### src/design/mps_regs.svh
// register map, field positions, reset values and rule summary of the pattern sequencer
// Summary of operation
// - a 3-bit transfer mode field picks which event makes the write strobe; full-word buffer 0 writes strobe in every mode.
// - mode 000: software write to buffer 0 strobes; output updates one cycle later.
// - mode 000 always copies buffer 0, ignoring bank flag and next index.
// - mode 000: only full-word buffer 0 writes start a transfer, byte writes do not.
// - mode 001: every reload timer underflow strobes, however the timer was started.
// - modes 010 and 110: strobe comes straight from the position detector.
// - each position input is compared with its own next-index bit; full match copies.
// - modes 011 and 111: detection starts the timer; each later underflow strobes.
// - modes 100 and 101: detection or timer underflow, whichever comes, strobes.
// - the position comparison is evaluated only on an effective input edge.
// - twelve pattern buffers, each upper and lower half laid out like the output.
// - outside mode 000 an event strobe copies the buffer named by the held bank and index (none for 12 to 15); a buffer 0 write copies buffer 0.
// - each buffer carries its own bank and index, so transfers chain automatically.
// - writing buffer 0 initialises the output pattern register.
// - after a mode change the next copy uses the bank and index already held.
// - modes 000 and 010 never use the reload timer.
// - select pair per output: 00 low, 01 PPG, 10 inverted PPG, 11 high.
// - one-shot modes ignore further detections until a different mode is selected.
// - delay modes use single-shot timer; its pulse must exceed two cycles.
// - polarity 01 rising, 10 falling, 11 both; 00 with compare enable is prohibited.
`ifndef MPS_REGS_SVH
`define MPS_REGS_SVH

// ----------------------------------------------------------------------
// register offsets (byte addresses)
// ----------------------------------------------------------------------
`define MPS_OFS_CTRL 8'h00
`define MPS_OFS_INCTL 8'h04
`define MPS_OFS_PAT 8'h08
`define MPS_OFS_STAT 8'h0C
`define MPS_OFS_BUF0 8'h40
`define MPS_NUM_BUF 12
// ----------------------------------------------------------------------
// field positions
// ----------------------------------------------------------------------
`define MPS_CTRL_MODE_LO 0
`define MPS_INCTL_COMPARE_ENABLE 0
`define MPS_INCTL_POL_LO 1
`define MPS_INCTL_EDGE_LO 3
`define MPS_PAT_BANK 15
`define MPS_PAT_IDX_LO 12
`define MPS_STAT_LOCK 3
// ----------------------------------------------------------------------
// reset values
// ----------------------------------------------------------------------
`define MPS_RST_MODE 3'h0
`define MPS_RST_POL 2'h0
`define MPS_RST_EDGE 3'h0
`define MPS_RST_PAT 16'h0000
`endif

### src/design/mps_pkg.sv
// types of the pattern sequencer
package mps_pkg;
  typedef enum logic [2:0] {
    MPS_MODE_BUF0 = 3'h0, MPS_MODE_TMR = 3'h1, MPS_MODE_POS = 3'h2, MPS_MODE_POS_DLY = 3'h3,
    MPS_MODE_POS_OR = 3'h4, MPS_MODE_ONE_OR = 3'h5, MPS_MODE_ONE_POS = 3'h6,
    MPS_MODE_ONE_DLY = 3'h7
  } mps_mode_t;
  typedef struct packed {
    logic [2:0] prev;
    logic hit;
  } mps_det_state_t;
  typedef struct packed {
    logic [5:0] pins;
  } mps_out_state_t;
  typedef struct packed {
    mps_mode_t mode;
    logic compare_enable;
    logic [1:0] pol;
    logic [2:0] edge_en;
    logic [15:0] pat;
    logic [11:0][15:0] bufs;
    logic ack;
    logic [31:0] dat;
    logic strobe;
    logic force0;
    logic lock;
    logic tprev;
    logic tstart;
  } mps_state_t;
endpackage : mps_pkg

### src/design/mps_posdet.sv
// position detector: effective edge and input/index comparison
`timescale 1ns/100ps
module mps_posdet (
  input wire logic clk_i,
  input wire logic rst_i,
  input wire logic [2:0] position_inputs_i,
  input wire logic [2:0] next_index_bits_i,
  input wire logic compare_enable_i,
  input wire logic [1:0] edge_polarity_select_i,
  input wire logic [2:0] edge_enable_i,
  output logic position_write_trigger_o
);
  import mps_pkg::*;
  mps_det_state_t s_reg;
  mps_det_state_t s_next;
  logic [2:0] rise;
  logic [2:0] fall;
  logic [2:0] eff;

  always_comb begin
    s_next = s_reg;
    rise = position_inputs_i & ~s_reg.prev;
    fall = ~position_inputs_i & s_reg.prev;
    eff = (rise & {3{edge_polarity_select_i[0]}}) | (fall & {3{edge_polarity_select_i[1]}});
    s_next.prev = position_inputs_i;
    if (compare_enable_i) begin
      s_next.hit = (|eff) && (position_inputs_i == next_index_bits_i);
    end else begin
      s_next.hit = |(eff & edge_enable_i);
    end
  end

  always_ff @(posedge clk_i) begin
    if (rst_i) begin
      s_reg <= '0;
    end else begin
      s_reg <= s_next;
    end
  end

  assign position_write_trigger_o = s_reg.hit;
endmodule : mps_posdet

### src/design/mps_outsel.sv
// pulse output selector: each output follows its select pair
`timescale 1ns/100ps
module mps_outsel (
  input wire logic clk_i,
  input wire logic rst_i,
  input wire logic [11:0] select_pairs_i,
  input wire logic ppg_i,
  output logic [5:0] pulse_outputs_o
);
  import mps_pkg::*;
  mps_out_state_t s_reg;
  mps_out_state_t s_next;

  function automatic logic pick(input logic [1:0] pair, input logic ppg);
    unique case (pair)
      2'h0: pick = 1'b0;
      2'h1: pick = ppg;
      2'h2: pick = ~ppg;
      2'h3: pick = 1'b1;
    endcase
  endfunction : pick

  always_comb begin
    s_next = s_reg;
    for (int k = 0; k < 6; k++) begin
      s_next.pins[k] = pick(select_pairs_i[2*k +: 2], ppg_i);
    end
  end

  always_ff @(posedge clk_i) begin
    if (rst_i) begin
      s_reg <= '0;
    end else begin
      s_reg <= s_next;
    end
  end

  assign pulse_outputs_o = s_reg.pins;
endmodule : mps_outsel

### src/design/mps_sequencer.sv
// pattern transfer sequencer with wishbone register access
`include "mps_regs.svh"
`timescale 1ns/100ps
module mps_sequencer (
  input wire logic clk_i,
  input wire logic rst_i,
  // ----------------------------------------------------------------------
  // wishbone slave
  // ----------------------------------------------------------------------
  input wire logic cyc_i,
  input wire logic stb_i,
  input wire logic we_i,
  input wire logic [7:0] adr_i,
  input wire logic [3:0] sel_i,
  input wire logic [31:0] dat_i,
  output logic [31:0] dat_o,
  output logic ack_o,
  // ----------------------------------------------------------------------
  // position sensors, reload timer and ppg
  // ----------------------------------------------------------------------
  input wire logic [2:0] position_inputs_i,
  input wire logic timer_pulse_output_i,
  input wire logic ppg_i,
  output logic timer_start_o,
  output logic write_strobe_o,
  output mps_pkg::mps_mode_t transfer_mode_select_o,
  output logic [15:0] output_pattern_o,
  output logic [5:0] pulse_outputs_o
);
  import mps_pkg::*;

  mps_state_t s_reg;
  mps_state_t s_next;
  logic position_write_trigger;
  logic underflow_write_trigger;
  logic pos_ok;
  logic req;
  logic wr_now;
  logic buffer0_write_signal;
  logic event_strobe;
  logic [3:0] copy_index;
  logic [5:0] word_index;
  logic [3:0] buf_slot;
  logic buf_hit;
  logic one_shot;

  // ----------------------------------------------------------------------
  // helpers
  // ----------------------------------------------------------------------
  // both halves of a 16-bit register written at once
  function automatic logic full_word(input logic [3:0] sel);
    full_word = (sel[1:0] == 2'h3);
  endfunction : full_word

  // merge write data into a 16-bit register by byte lanes
  function automatic logic [15:0] merge16(input logic [15:0] old, input logic [31:0] wd,
                                          input logic [3:0] sel);
    merge16 = old;
    if (sel[0]) begin
      merge16[7:0] = wd[7:0];
    end
    if (sel[1]) begin
      merge16[15:8] = wd[15:8];
    end
  endfunction : merge16

  // one-shot modes lock position detection after the first hit
  function automatic logic is_one_shot(input mps_mode_t m);
    is_one_shot = (m == MPS_MODE_ONE_OR) || (m == MPS_MODE_ONE_POS) || (m == MPS_MODE_ONE_DLY);
  endfunction : is_one_shot

  // ----------------------------------------------------------------------
  // position detector and output selector
  // ----------------------------------------------------------------------
  mps_posdet u_posdet (
    .clk_i(clk_i),
    .rst_i(rst_i),
    .position_inputs_i(position_inputs_i),
    .next_index_bits_i(s_reg.pat[`MPS_PAT_IDX_LO +: 3]),
    .compare_enable_i(s_reg.compare_enable),
    .edge_polarity_select_i(s_reg.pol),
    .edge_enable_i(s_reg.edge_en),
    .position_write_trigger_o(position_write_trigger)
  );

  mps_outsel u_outsel (
    .clk_i(clk_i),
    .rst_i(rst_i),
    .select_pairs_i(s_reg.pat[11:0]),
    .ppg_i(ppg_i),
    .pulse_outputs_o(pulse_outputs_o)
  );

  // ----------------------------------------------------------------------
  // bus decode
  // ----------------------------------------------------------------------
  assign req = cyc_i && stb_i;
  assign wr_now = req && we_i && s_reg.ack;
  assign word_index = adr_i[7:2];
  assign buf_slot = 4'(word_index - 6'(`MPS_OFS_BUF0 >> 2));
  assign buf_hit = (word_index >= 6'(`MPS_OFS_BUF0 >> 2)) &&
                   (word_index < 6'((`MPS_OFS_BUF0 >> 2) + `MPS_NUM_BUF));
  // only a full-word write to buffer 0 counts as a buffer 0 write
  assign buffer0_write_signal = wr_now && buf_hit && (buf_slot == 4'h0) &&
                                full_word(sel_i);

  // ----------------------------------------------------------------------
  // event sources
  // ----------------------------------------------------------------------
  // timer pulse is caught on its rising edge, one transfer per pulse
  assign underflow_write_trigger = timer_pulse_output_i && !s_reg.tprev;
  assign one_shot = is_one_shot(s_reg.mode);
  assign pos_ok = position_write_trigger && !(one_shot && s_reg.lock);
  assign copy_index = {s_reg.pat[`MPS_PAT_BANK], s_reg.pat[`MPS_PAT_IDX_LO +: 3]};

  // the mode field alone chooses the strobe source
  always_comb begin
    event_strobe = 1'b0;
    unique case (s_reg.mode)
      MPS_MODE_BUF0: begin
        event_strobe = 1'b0;
      end
      MPS_MODE_TMR: begin
        event_strobe = underflow_write_trigger;
      end
      MPS_MODE_POS, MPS_MODE_ONE_POS: begin
        event_strobe = pos_ok;
      end
      MPS_MODE_POS_DLY, MPS_MODE_ONE_DLY: begin
        event_strobe = underflow_write_trigger;
      end
      MPS_MODE_POS_OR, MPS_MODE_ONE_OR: begin
        event_strobe = pos_ok || underflow_write_trigger;
      end
    endcase
  end

  // ----------------------------------------------------------------------
  // next state
  // ----------------------------------------------------------------------
  always_comb begin
    s_next = s_reg;
    s_next.tprev = timer_pulse_output_i;

    // wishbone: ack one cycle after the request, dropped the cycle after
    s_next.ack = req && !s_reg.ack;
    if (req && !s_reg.ack) begin
      s_next.dat = 32'h0000_0000;
      if (buf_hit) begin
        s_next.dat = {16'h0000, s_reg.bufs[buf_slot]};
      end else begin
        unique case (adr_i)
          `MPS_OFS_CTRL: begin
            s_next.dat = {29'h0000_0000, s_reg.mode};
          end
          `MPS_OFS_INCTL: begin
            s_next.dat = {26'h000_0000, s_reg.edge_en, s_reg.pol, s_reg.compare_enable};
          end
          `MPS_OFS_PAT: begin
            s_next.dat = {16'h0000, s_reg.pat};
          end
          `MPS_OFS_STAT: begin
            s_next.dat = {22'h00_0000, pulse_outputs_o, s_reg.lock, position_inputs_i};
          end
          default: begin
            s_next.dat = 32'h0000_0000;
          end
        endcase
      end
    end

    // timer start only in the delay modes
    s_next.tstart = pos_ok && ((s_reg.mode == MPS_MODE_POS_DLY) ||
                               (s_reg.mode == MPS_MODE_ONE_DLY));

    // one-shot lock: first valid detection locks, a mode change unlocks
    if (one_shot && pos_ok) begin
      s_next.lock = 1'b1;
    end

    // register writes at the acknowledging edge
    if (wr_now) begin
      if (buf_hit) begin
        s_next.bufs[buf_slot] = merge16(s_reg.bufs[buf_slot], dat_i, sel_i);
      end else begin
        unique case (adr_i)
          `MPS_OFS_CTRL: begin
            if (sel_i[0]) begin
              s_next.mode = mps_mode_t'(dat_i[`MPS_CTRL_MODE_LO +: 3]);
              if (dat_i[`MPS_CTRL_MODE_LO +: 3] != s_reg.mode) begin
                s_next.lock = 1'b0;
              end
            end
          end
          `MPS_OFS_INCTL: begin
            if (sel_i[0]) begin
              s_next.compare_enable = dat_i[`MPS_INCTL_COMPARE_ENABLE];
              s_next.pol = dat_i[`MPS_INCTL_POL_LO +: 2];
              s_next.edge_en = dat_i[`MPS_INCTL_EDGE_LO +: 3];
            end
          end
          `MPS_OFS_PAT: begin
            // byte writes are dropped so the chain link stays whole
            if (full_word(sel_i)) begin
              s_next.pat = dat_i[15:0];
            end
          end
          default: begin
            s_next.dat = s_reg.dat;
          end
        endcase
      end
    end

    // one-clock strobe, copy at the following edge
    s_next.force0 = buffer0_write_signal;
    s_next.strobe = buffer0_write_signal || event_strobe;

    if (s_reg.strobe) begin
      if (s_reg.force0 || (s_reg.mode == MPS_MODE_BUF0)) begin
        s_next.pat = s_reg.bufs[0];
      end else if (copy_index < 4'(`MPS_NUM_BUF)) begin
        // held bank and index pick the source, which carries the next link
        s_next.pat = s_reg.bufs[copy_index];
      end
    end
  end

  // ----------------------------------------------------------------------
  // state register
  // ----------------------------------------------------------------------
  always_ff @(posedge clk_i) begin
    if (rst_i) begin
      s_reg <= '0;
      s_reg.mode <= mps_mode_t'(`MPS_RST_MODE);
      s_reg.pol <= `MPS_RST_POL;
      s_reg.edge_en <= `MPS_RST_EDGE;
      s_reg.pat <= `MPS_RST_PAT;
    end else begin
      s_reg <= s_next;
    end
  end

  // ----------------------------------------------------------------------
  // outputs
  // ----------------------------------------------------------------------
  assign dat_o = s_reg.dat;
  assign ack_o = s_reg.ack;
  assign timer_start_o = s_reg.tstart;
  assign write_strobe_o = s_reg.strobe;
  assign transfer_mode_select_o = s_reg.mode;
  assign output_pattern_o = s_reg.pat;
endmodule : mps_sequencer

### config.mk
export PLATFORM = sky130hd
export DESIGN_NAME = mps_sequencer
export DESIGN_NICKNAME = d
export VERILOG_FILES = /design/src/design/mps_pkg.sv /design/src/design/mps_posdet.sv /design/src/design/mps_outsel.sv /design/src/design/mps_sequencer.sv
export VERILOG_INCLUDE_DIRS = /design/src /design/src/design
export SDC_FILE = /design/constraint.sdc
export NUM_CORES = 1
export LEC_CHECK = 0
export BUFFER_PORTS_ARGS = -buffer_cell sky130_fd_sc_hd__buf_2
export CAP_MARGIN = 30
export CORE_MARGIN = 3
export CORE_UTILIZATION = 45
export DETAILED_ROUTE_END_ITERATION = 7
export HOLD_SLACK_MARGIN = 0.03
export MAX_ROUTING_LAYER = met4
export PLACE_DENSITY = 0.63
export SLEW_MARGIN = 10
export SYNTH_ARGS = -nofsm -noshare
export SYNTH_HDL_FRONTEND = slang
export SYNTH_SLANG_ARGS = --single-unit
export TNS_END_PERCENT = 30
### constraint.sdc
create_clock -name clk_i -period 3.1 [get_ports clk_i]
set_input_delay 0.465 -clock clk_i [delete_from_list [all_inputs] [get_ports clk_i]]
set_output_delay 0.465 -clock clk_i [all_outputs]
set_load 0.01 [all_outputs]
==> results of run 1 <==
[cell usage in the layout, fill, tap and decap left out, drive strengths merged, types with 3 or more instances in the layout]
| cell | Yosys | final |
|---|---|---|
| a31oi | 5 | 5 |
| a221oi | 15 | 15 |
| clkbuf | 69 | 37 |
| a32oi | 4 | 4 |
| a21oi | 9 | 9 |
| a222oi | 23 | 23 |
| dfxtp | 249 | 249 |
| a22oi | 6 | 6 |
| nor3 | 3 | 3 |
| and4 | 3 | 3 |
| a22o | 10 | 10 |
| conb | 1 | 16 |
| clkinv | 0 | 6 |
| and3b | 3 | 3 |
| mux4 | 67 | 67 |
| a311oi | 10 | 10 |
| o22ai | 42 | 42 |
| buf | 92 | 161 |
| bufinv | 0 | 4 |
| nand2 | 221 | 221 |
| nor3b | 3 | 3 |
| nor2 | 44 | 44 |
| o21ai | 209 | 209 |
| mux2i | 68 | 68 |
| and2b | 3 | 3 |
| inv | 9 | 10 |
| nor2b | 27 | 27 |
| mux2 | 44 | 44 |
| a211oi | 14 | 14 |
| xnor2 | 6 | 6 |
[report_power, final]
part	internal, mW	switching [mW]
Clock	2.12	1.34
Sequential	3.21	0.00809
Combinational	0.180	0.349
Total	5.52	1.70
[Yosys cell counts (2+ instances only)]
library cell / count / area, um^2
o21ai_0: 197 / 986
buf_8: 3 / 45.0
a222oi_1: 23 / 230
a221o_1: 2 / 20.0
a221oi_1: 15 / 131
o22ai_1: 41 / 257
a311oi_1: 10 / 87.6
nand2_1: 221 / 830
a31o_2: 2 / 17.5
o211ai_1: 2 / 15.0
mux4_2: 67 / 1510
nand2b_1: 2 / 12.5
a21o_1: 2 / 15.0
nor2_1: 44 / 165
and2_1: 2 / 12.5
buf_1: 4 / 15.0
nand3_1: 2 / 10.0
clkbuf_1: 60 / 225
mux2_4: 2 / 30.0
o21ai_2: 10 / 87.6
a22oi_1: 6 / 45.0
buf_4: 56 / 420
xnor2_1: 6 / 52.6
a22o_1: 10 / 87.6
nor3b_2: 2 / 25.0
mux2_2: 42 / 473
buf_6: 7 / 78.8
nor3_1: 3 / 15.0
a21oi_2: 4 / 35.0
nor2b_1: 27 / 169
clkbuf_2: 9 / 45.0
dfxtp_1: 249 / 4980
a32oi_1: 4 / 35.0
and2b_1: 2 / 15.0
buf_2: 22 / 110
a21oi_1: 5 / 25.0
a31oi_1: 5 / 31.3
o21ai_1: 2 / 10.0
and4_1: 3 / 26.3
nand4_1: 2 / 12.5
and3b_1: 3 / 26.3
a211oi_1: 14 / 105
mux2i_1: 68 / 681
inv_1: 9 / 33.8
[worst register-to-register path, cell delays in order (launching register included)]
cell and delay [ps]:
dfxtp_1 370, nand4_1 250, and2b_1 400, nor3b_2 310, nand2_1 530, o21ai_0 370
[final timing paths]
path                            slack, ps       end                 start  cells past startpoint
worst min-delay path                  150  s_reg[1]  timer_pulse_output_i                      2
worst min register to register        470  register              register                      2
worst max-delay path                  770  register                 ack_o                      5
worst max register to register        770  register                 ack_o                      5
[layout make-up]
cell class | instances | area, um^2 | area share [%]
clock buffer | 37 | 795 | 5.68
inverter | 9 | 33.8 | 0.242
tap | 341 | 427 | 3.05
sequential | 249 | 4990 | 35.7
multi-input combinational | 882 | 6490 | 46.4
antenna | 1 | 2.50 | 0.0179
timing repair buffer | 161 | 1070 | 7.68
clock inverter | 13 | 174 | 1.24
[layer usage]
layer  up-vias  global-route usage (%)
met1      5055                    35.9
li1       4756                       -
met2       585                    41.6
met4         0                    7.95
met5         -                       -
met3        90                    4.76
[cells by family (layout without fill, tap and decap cells)]
group,Yosys count,count (layout),share of synthesized area (%)
xor gates and xnor gates,6,6,0.425
muxes,179,179,21.8
AOI/OAI and AO/OA,359,359,18.3
and+or+nand+nor,321,321,11.2
adders and majority gates,1,1,0.0809
other,1,17,0.0303
buffers and inverters,170,220,7.87
DFF,249,249,40.3
[through the flow]
| stage | power (mW) | instance area [um^2] | hold slack (ps) |
|---|---|---|---|
| floorplan | 3.61 | 12400 | 434 |
| global placement | 3.81 | 13000 | 443 |
| detailed placement | 3.81 | 13000 | 459 |
| CTS | 7.25 | 14000 | 138 |
| global route | 7.42 | 14000 | 186 |
| finish | 7.22 | 14000 | 151 |
==> qor.yml, run 1 <==
run_status:
  status: "complete, no violations"
finish:
  nets: 1384
  layout-drive-gt1-share_pct: 25.5
  fill_cells: 2480
  stdcell_count: 1693
  area_growth_pct: 13.0
  final_core_util_pct: 51.8
route:
  drt-met1-wl_um: 16400
  wirelength_um: 39200
  wl_met2_um: 17800
  via_per_inst: 6.19
  wl_per_cell_um: 23.1
  drtIter0Drc: 1170
  highest_layer: "met4"
  postRouteAntennaNets: 0
  via_count: 10500
  remaining_drc_errors: 0
  dr_wl_met3_um: 3900
  first_pass_iters: 5
sta:
  setup-tns-final_ps: 0
  rsz0062_at_grt: "false"
  worst_pin_slew_ps: 1060
  max_freq_ghz: 0.429
  period_share_pct: 75.2
  setup_viol: 0
  hold_viol_final: 0
  finalCriticalPeriod_ps: 2330
  setup_ws_ps: 769
  slew_headroom_pct: 29.3
  finalMaxSlewViolations: 0
  fin_skew_ps: 14.1
yosys:
  synth_seq_area_share_pct: 40.3
  synth_cells: 1286
  syn_area_um2: 12400
  syn_area_per_cell_um2: 9.62
  synth_edf_count: 0
  ys_warn_count: 0
  async_flop_share_pct: 0
  synth_ff_type: "dfxtp_1"
  synth-seq-cells: 249
  synth_cell_type_count: 59
clocking:
  cts_htree_levels: 1
  cts_buffer_depth: 3
  cts_tree: "done"
  path_clk_slew_ps: 60
  insertion_delay_ps: 550
  clock-root-buffer: "clkbuf_16"
  postCtsHoldBufs: 0
  cts.sinks: 249
  post_cts_buffers: 0
  cts_made_buffers: 27
  post_cts_resized: 0
place:
  port-buffer-count: 79
  preCtsSetupSlack_ps: 130
  dpl.hpwl_um: 26200
  place.gp.congestion: 0.871
  place_inst: 1641
setup_path:
  cp_num_buf_inv: 0
  worst_ep_arrival_time_ps: 2770
  cp_max_fo: 16
  crit_path_end_kind: "register"
  cpLargestDelayFamily: "simple AND/OR/NAND/NOR gates"
  crit_chain: "nand4_1 > and2b_1 > nor3b_2 > nand2_1 > o21ai_0"
  slowest_stage: "nand2_1"
  start_kind: "register"
  cp.required_ps: 3540
  setup.worst_path.class: "reg -> reg"
  slowest_delay_ps: 530
pwr:
  p_per_area_nw_per_um2: 516
  ir_drop_uv: 382
  p_leak_nw: 5.13
global_routing:
  grt_antenna_before_repair: 0
  grt_max_degree: 47
  grt_pass1_wl_um: 59400
  grtUsageTotal_pct: 26.7
  grt_pass1_vias: 10100
  grt_overflow: 0
floorplan:
  fp.dieH_um: 172
  core-area_um2: 27000
  io_pins: 114
  die_area_um2: 29500
  dieWidth_um: 172
  rows: 60
  start_util_pct: 45.8
worst_hold_path:
  hold_class: "in -> reg"
flow_run:
  cap_violations: 0
Note: power is estimated with default switching activity, not from simulation.
==> run 2, diff against run 1 <==
==> constraint.sdc (replaced) <==
create_clock -name clk_i -period 2.4 [get_ports clk_i]
set_input_delay 0.36 -clock clk_i [delete_from_list [all_inputs] [get_ports clk_i]]
set_output_delay 0.36 -clock clk_i [all_outputs]
set_load 0.01 [all_outputs]
==> run 2 against run 1 <==
- register-to-register slack worse by 540 ps
- non-clock buffer count is 32 higher
- count of clock-buffer cells in the layout is 3 higher
- sequential power is 29% higher
- combinational power is 35% higher
- global-route usage is 0.46 points lower
- sequential share of layout area is 0.69 points lower
- routed wire length is 1.2% lower
- sequential cell count stayed put
- power is 26% higher
==> qor.yml, run 2 (synthesis gave the netlist of run 1 again) <==
run_status:
  status: "complete, no violations"
floorplan:
  rows: 60  # unchanged
  start_util_pct: 45.8  # unchanged
  dieWidth_um: 172  # unchanged
  die_area_um2: 29500  # unchanged
  io_pins: 114  # unchanged
  core-area_um2: 27000  # unchanged
  fp.dieH_um: 172  # unchanged
clocking:
  cts_buffer_depth: 3  # unchanged
  insertion_delay_ps: 540  # about the same
  cts.sinks: 249  # unchanged
  postCtsHoldBufs: 0  # unchanged
  post_cts_resized: 0  # unchanged
  post_cts_buffers: 0  # unchanged
  cts_htree_levels: 1  # unchanged
  cts_tree: "done"
  cts_made_buffers: 27  # unchanged
  path_clk_slew_ps: 60  # about the same
  clock-root-buffer: "clkbuf_16"
setup_path:
  slowest_delay_ps: 430  # -100 ps
  crit_chain: "nand4_1 > and2b_1 > nor3b_2 > nand2_1 > o21ai_0"
  crit_path_end_kind: "register"
  cp_max_fo: 18  # +2
  start_kind: "register"
  slowest_stage: "nand2_1"
  worst_ep_arrival_time_ps: 2600  # -170 ps
  setup.worst_path.class: "reg -> reg"
  cp.required_ps: 2830  # -710 ps
route:
  drtIter0Drc: 1126  # -3.8%
  wl_per_cell_um: 22.4  # -3.0%
  postRouteAntennaNets: 0  # unchanged
  wirelength_um: 38700  # -1.2%
  first_pass_iters: 6  # +1
  remaining_drc_errors: 0  # unchanged
  via_count: 10500  # +0.32%
  via_per_inst: 6.10  # -1.5%
flow_run:
  cap_violations: 0  # unchanged
pwr:
  p_clk_share_pct: 46.4  # -1.6 points
  seqPwrFrac_pct: 45.7  # +1.0 points
  power.share.combinational_pct: 7.8  # +0.5 points
  p_leak_nw: 5.30  # +3.2%
  power_switching_share_pct: 23.8  # +0.26 points
  intPower_mw: 6.94  # +26%
  p_switching_mw: 2.16  # +28%
  ir_drop_uv: 592  # +55%
  p_per_area_nw_per_um2: 638  # +24%
place:
  port-buffer-count: 79  # unchanged
  place.gp.congestion: 0.883  # +1.3%
  dpl.hpwl_um: 26900  # +2.7%
  preCtsSetupSlack_ps: -96.8  # -227 ps
sta:
  max_freq_ghz: 0.461  # +7.6%
  rsz0062_at_grt: "false"
  fin_skew_ps: 24.0  # +9.88 ps
  finalCriticalPeriod_ps: 2170  # -164 ps
  hold_viol_final: 0  # unchanged
  setup_ws_ps: 233  # -536 ps
  slew_headroom_pct: 56.3  # +27 points
  finalMaxSlewViolations: 0  # unchanged
  setup_viol: 0  # unchanged
  worst_pin_slew_ps: 656  # -400 ps
  period_share_pct: 90.3  # +15 points
finish:
  fill_cells: 2448  # -1.3%
  final_core_util_pct: 52.8  # +1.0 points
  diodes: 0  # -1
  area_growth_pct: 15.2
  nets: 1416  # +2.3%
  layout-drive-gt1-share_pct: 27.1  # +1.6 points
  layout_common_cells: "dfxtp_1 (247), nand2_1 (221), o21ai_0 (197)"
  mostFrequentLayoutCell: "dfxtp_1"
global_routing:
  grt_overflow: 0  # unchanged
  grtUsageTotal_pct: 26.3  # -0.46 points
  grt_max_degree: 37  # -21%
  grt_pass1_wl_um: 58600  # -1.4%
  grt_pass1_vias: 9911  # -1.7%
  grt_antenna_before_repair: 0  # unchanged
worst_hold_path:
  hold_class: "in -> reg"
-- run 2: final cells by class --
cell class	count	area (um^2)	share of cell area (%)
Multi-Input combinational cell	882	6490	45.5
Sequential cell	249	4990	35.0
Clock buffer	40	805	5.64
Tap cell	341	427	2.99
Timing Repair Buffer	193	1410	9.87
Clock inverter	10	106	0.746
Inverter	9	33.8	0.237
-- run 2: critical path, delay by kind of cell (launching register included) --
family,cells,cell delay [ps]
and+or+nand+nor,4,1370
DFF,1,370
AOI/OAI and AO/OA,1,300
-- run 2: path summary, 6_finish.rpt --
kind                              from       end  slack (ps)  cells after the start
setup / recovery                 ack_o  register         230                      5
hold / removal    timer_pulse_output_i  s_reg[1]          80                      2
setup reg to reg                 ack_o  register         230                      5
hold reg to reg               register  register         470                      2
-- run 2: power by group through the flow --
| stage | logic, mW | registers (mW) | clock network, mW |
|---|---|---|---|
| after global routing | 0.751 | 4.16 | 4.47 |
| after global placement | 0.688 | 4.25 | 0 |
| final | 0.713 | 4.16 | 4.23 |
| after floorplan | 0.411 | 4.25 | 0 |
| after CTS | 0.695 | 4.16 | 4.29 |
| after detailed placement | 0.692 | 4.26 | 0 |
-- run 2: layer usage --
layer,GRT usage (%),wire length [um]
met2,41.5,17800
met4,6.18,845
met3,4.83,3570
met5,-,0
met1,35.4,16500
-- run 2: through the flow --
step / total power, mW / instance area [um^2] / setup TNS [ps] / instances / hold WS (ps)
after global routing: 9.38 / 14300 / 0 / 1724 / 71.7
after CTS: 9.15 / 14200 / 0 / 1722 / 64.7
final: 9.10 / 14300 / 0 / 1724 / 78.9
after detailed placement: 4.95 / 13300 / -3820 / 1672 / 463
after floorplan: 4.67 / 12400 / 0 / 1301 / 434
after global placement: 4.94 / 13300 / -656 / 1672 / 447
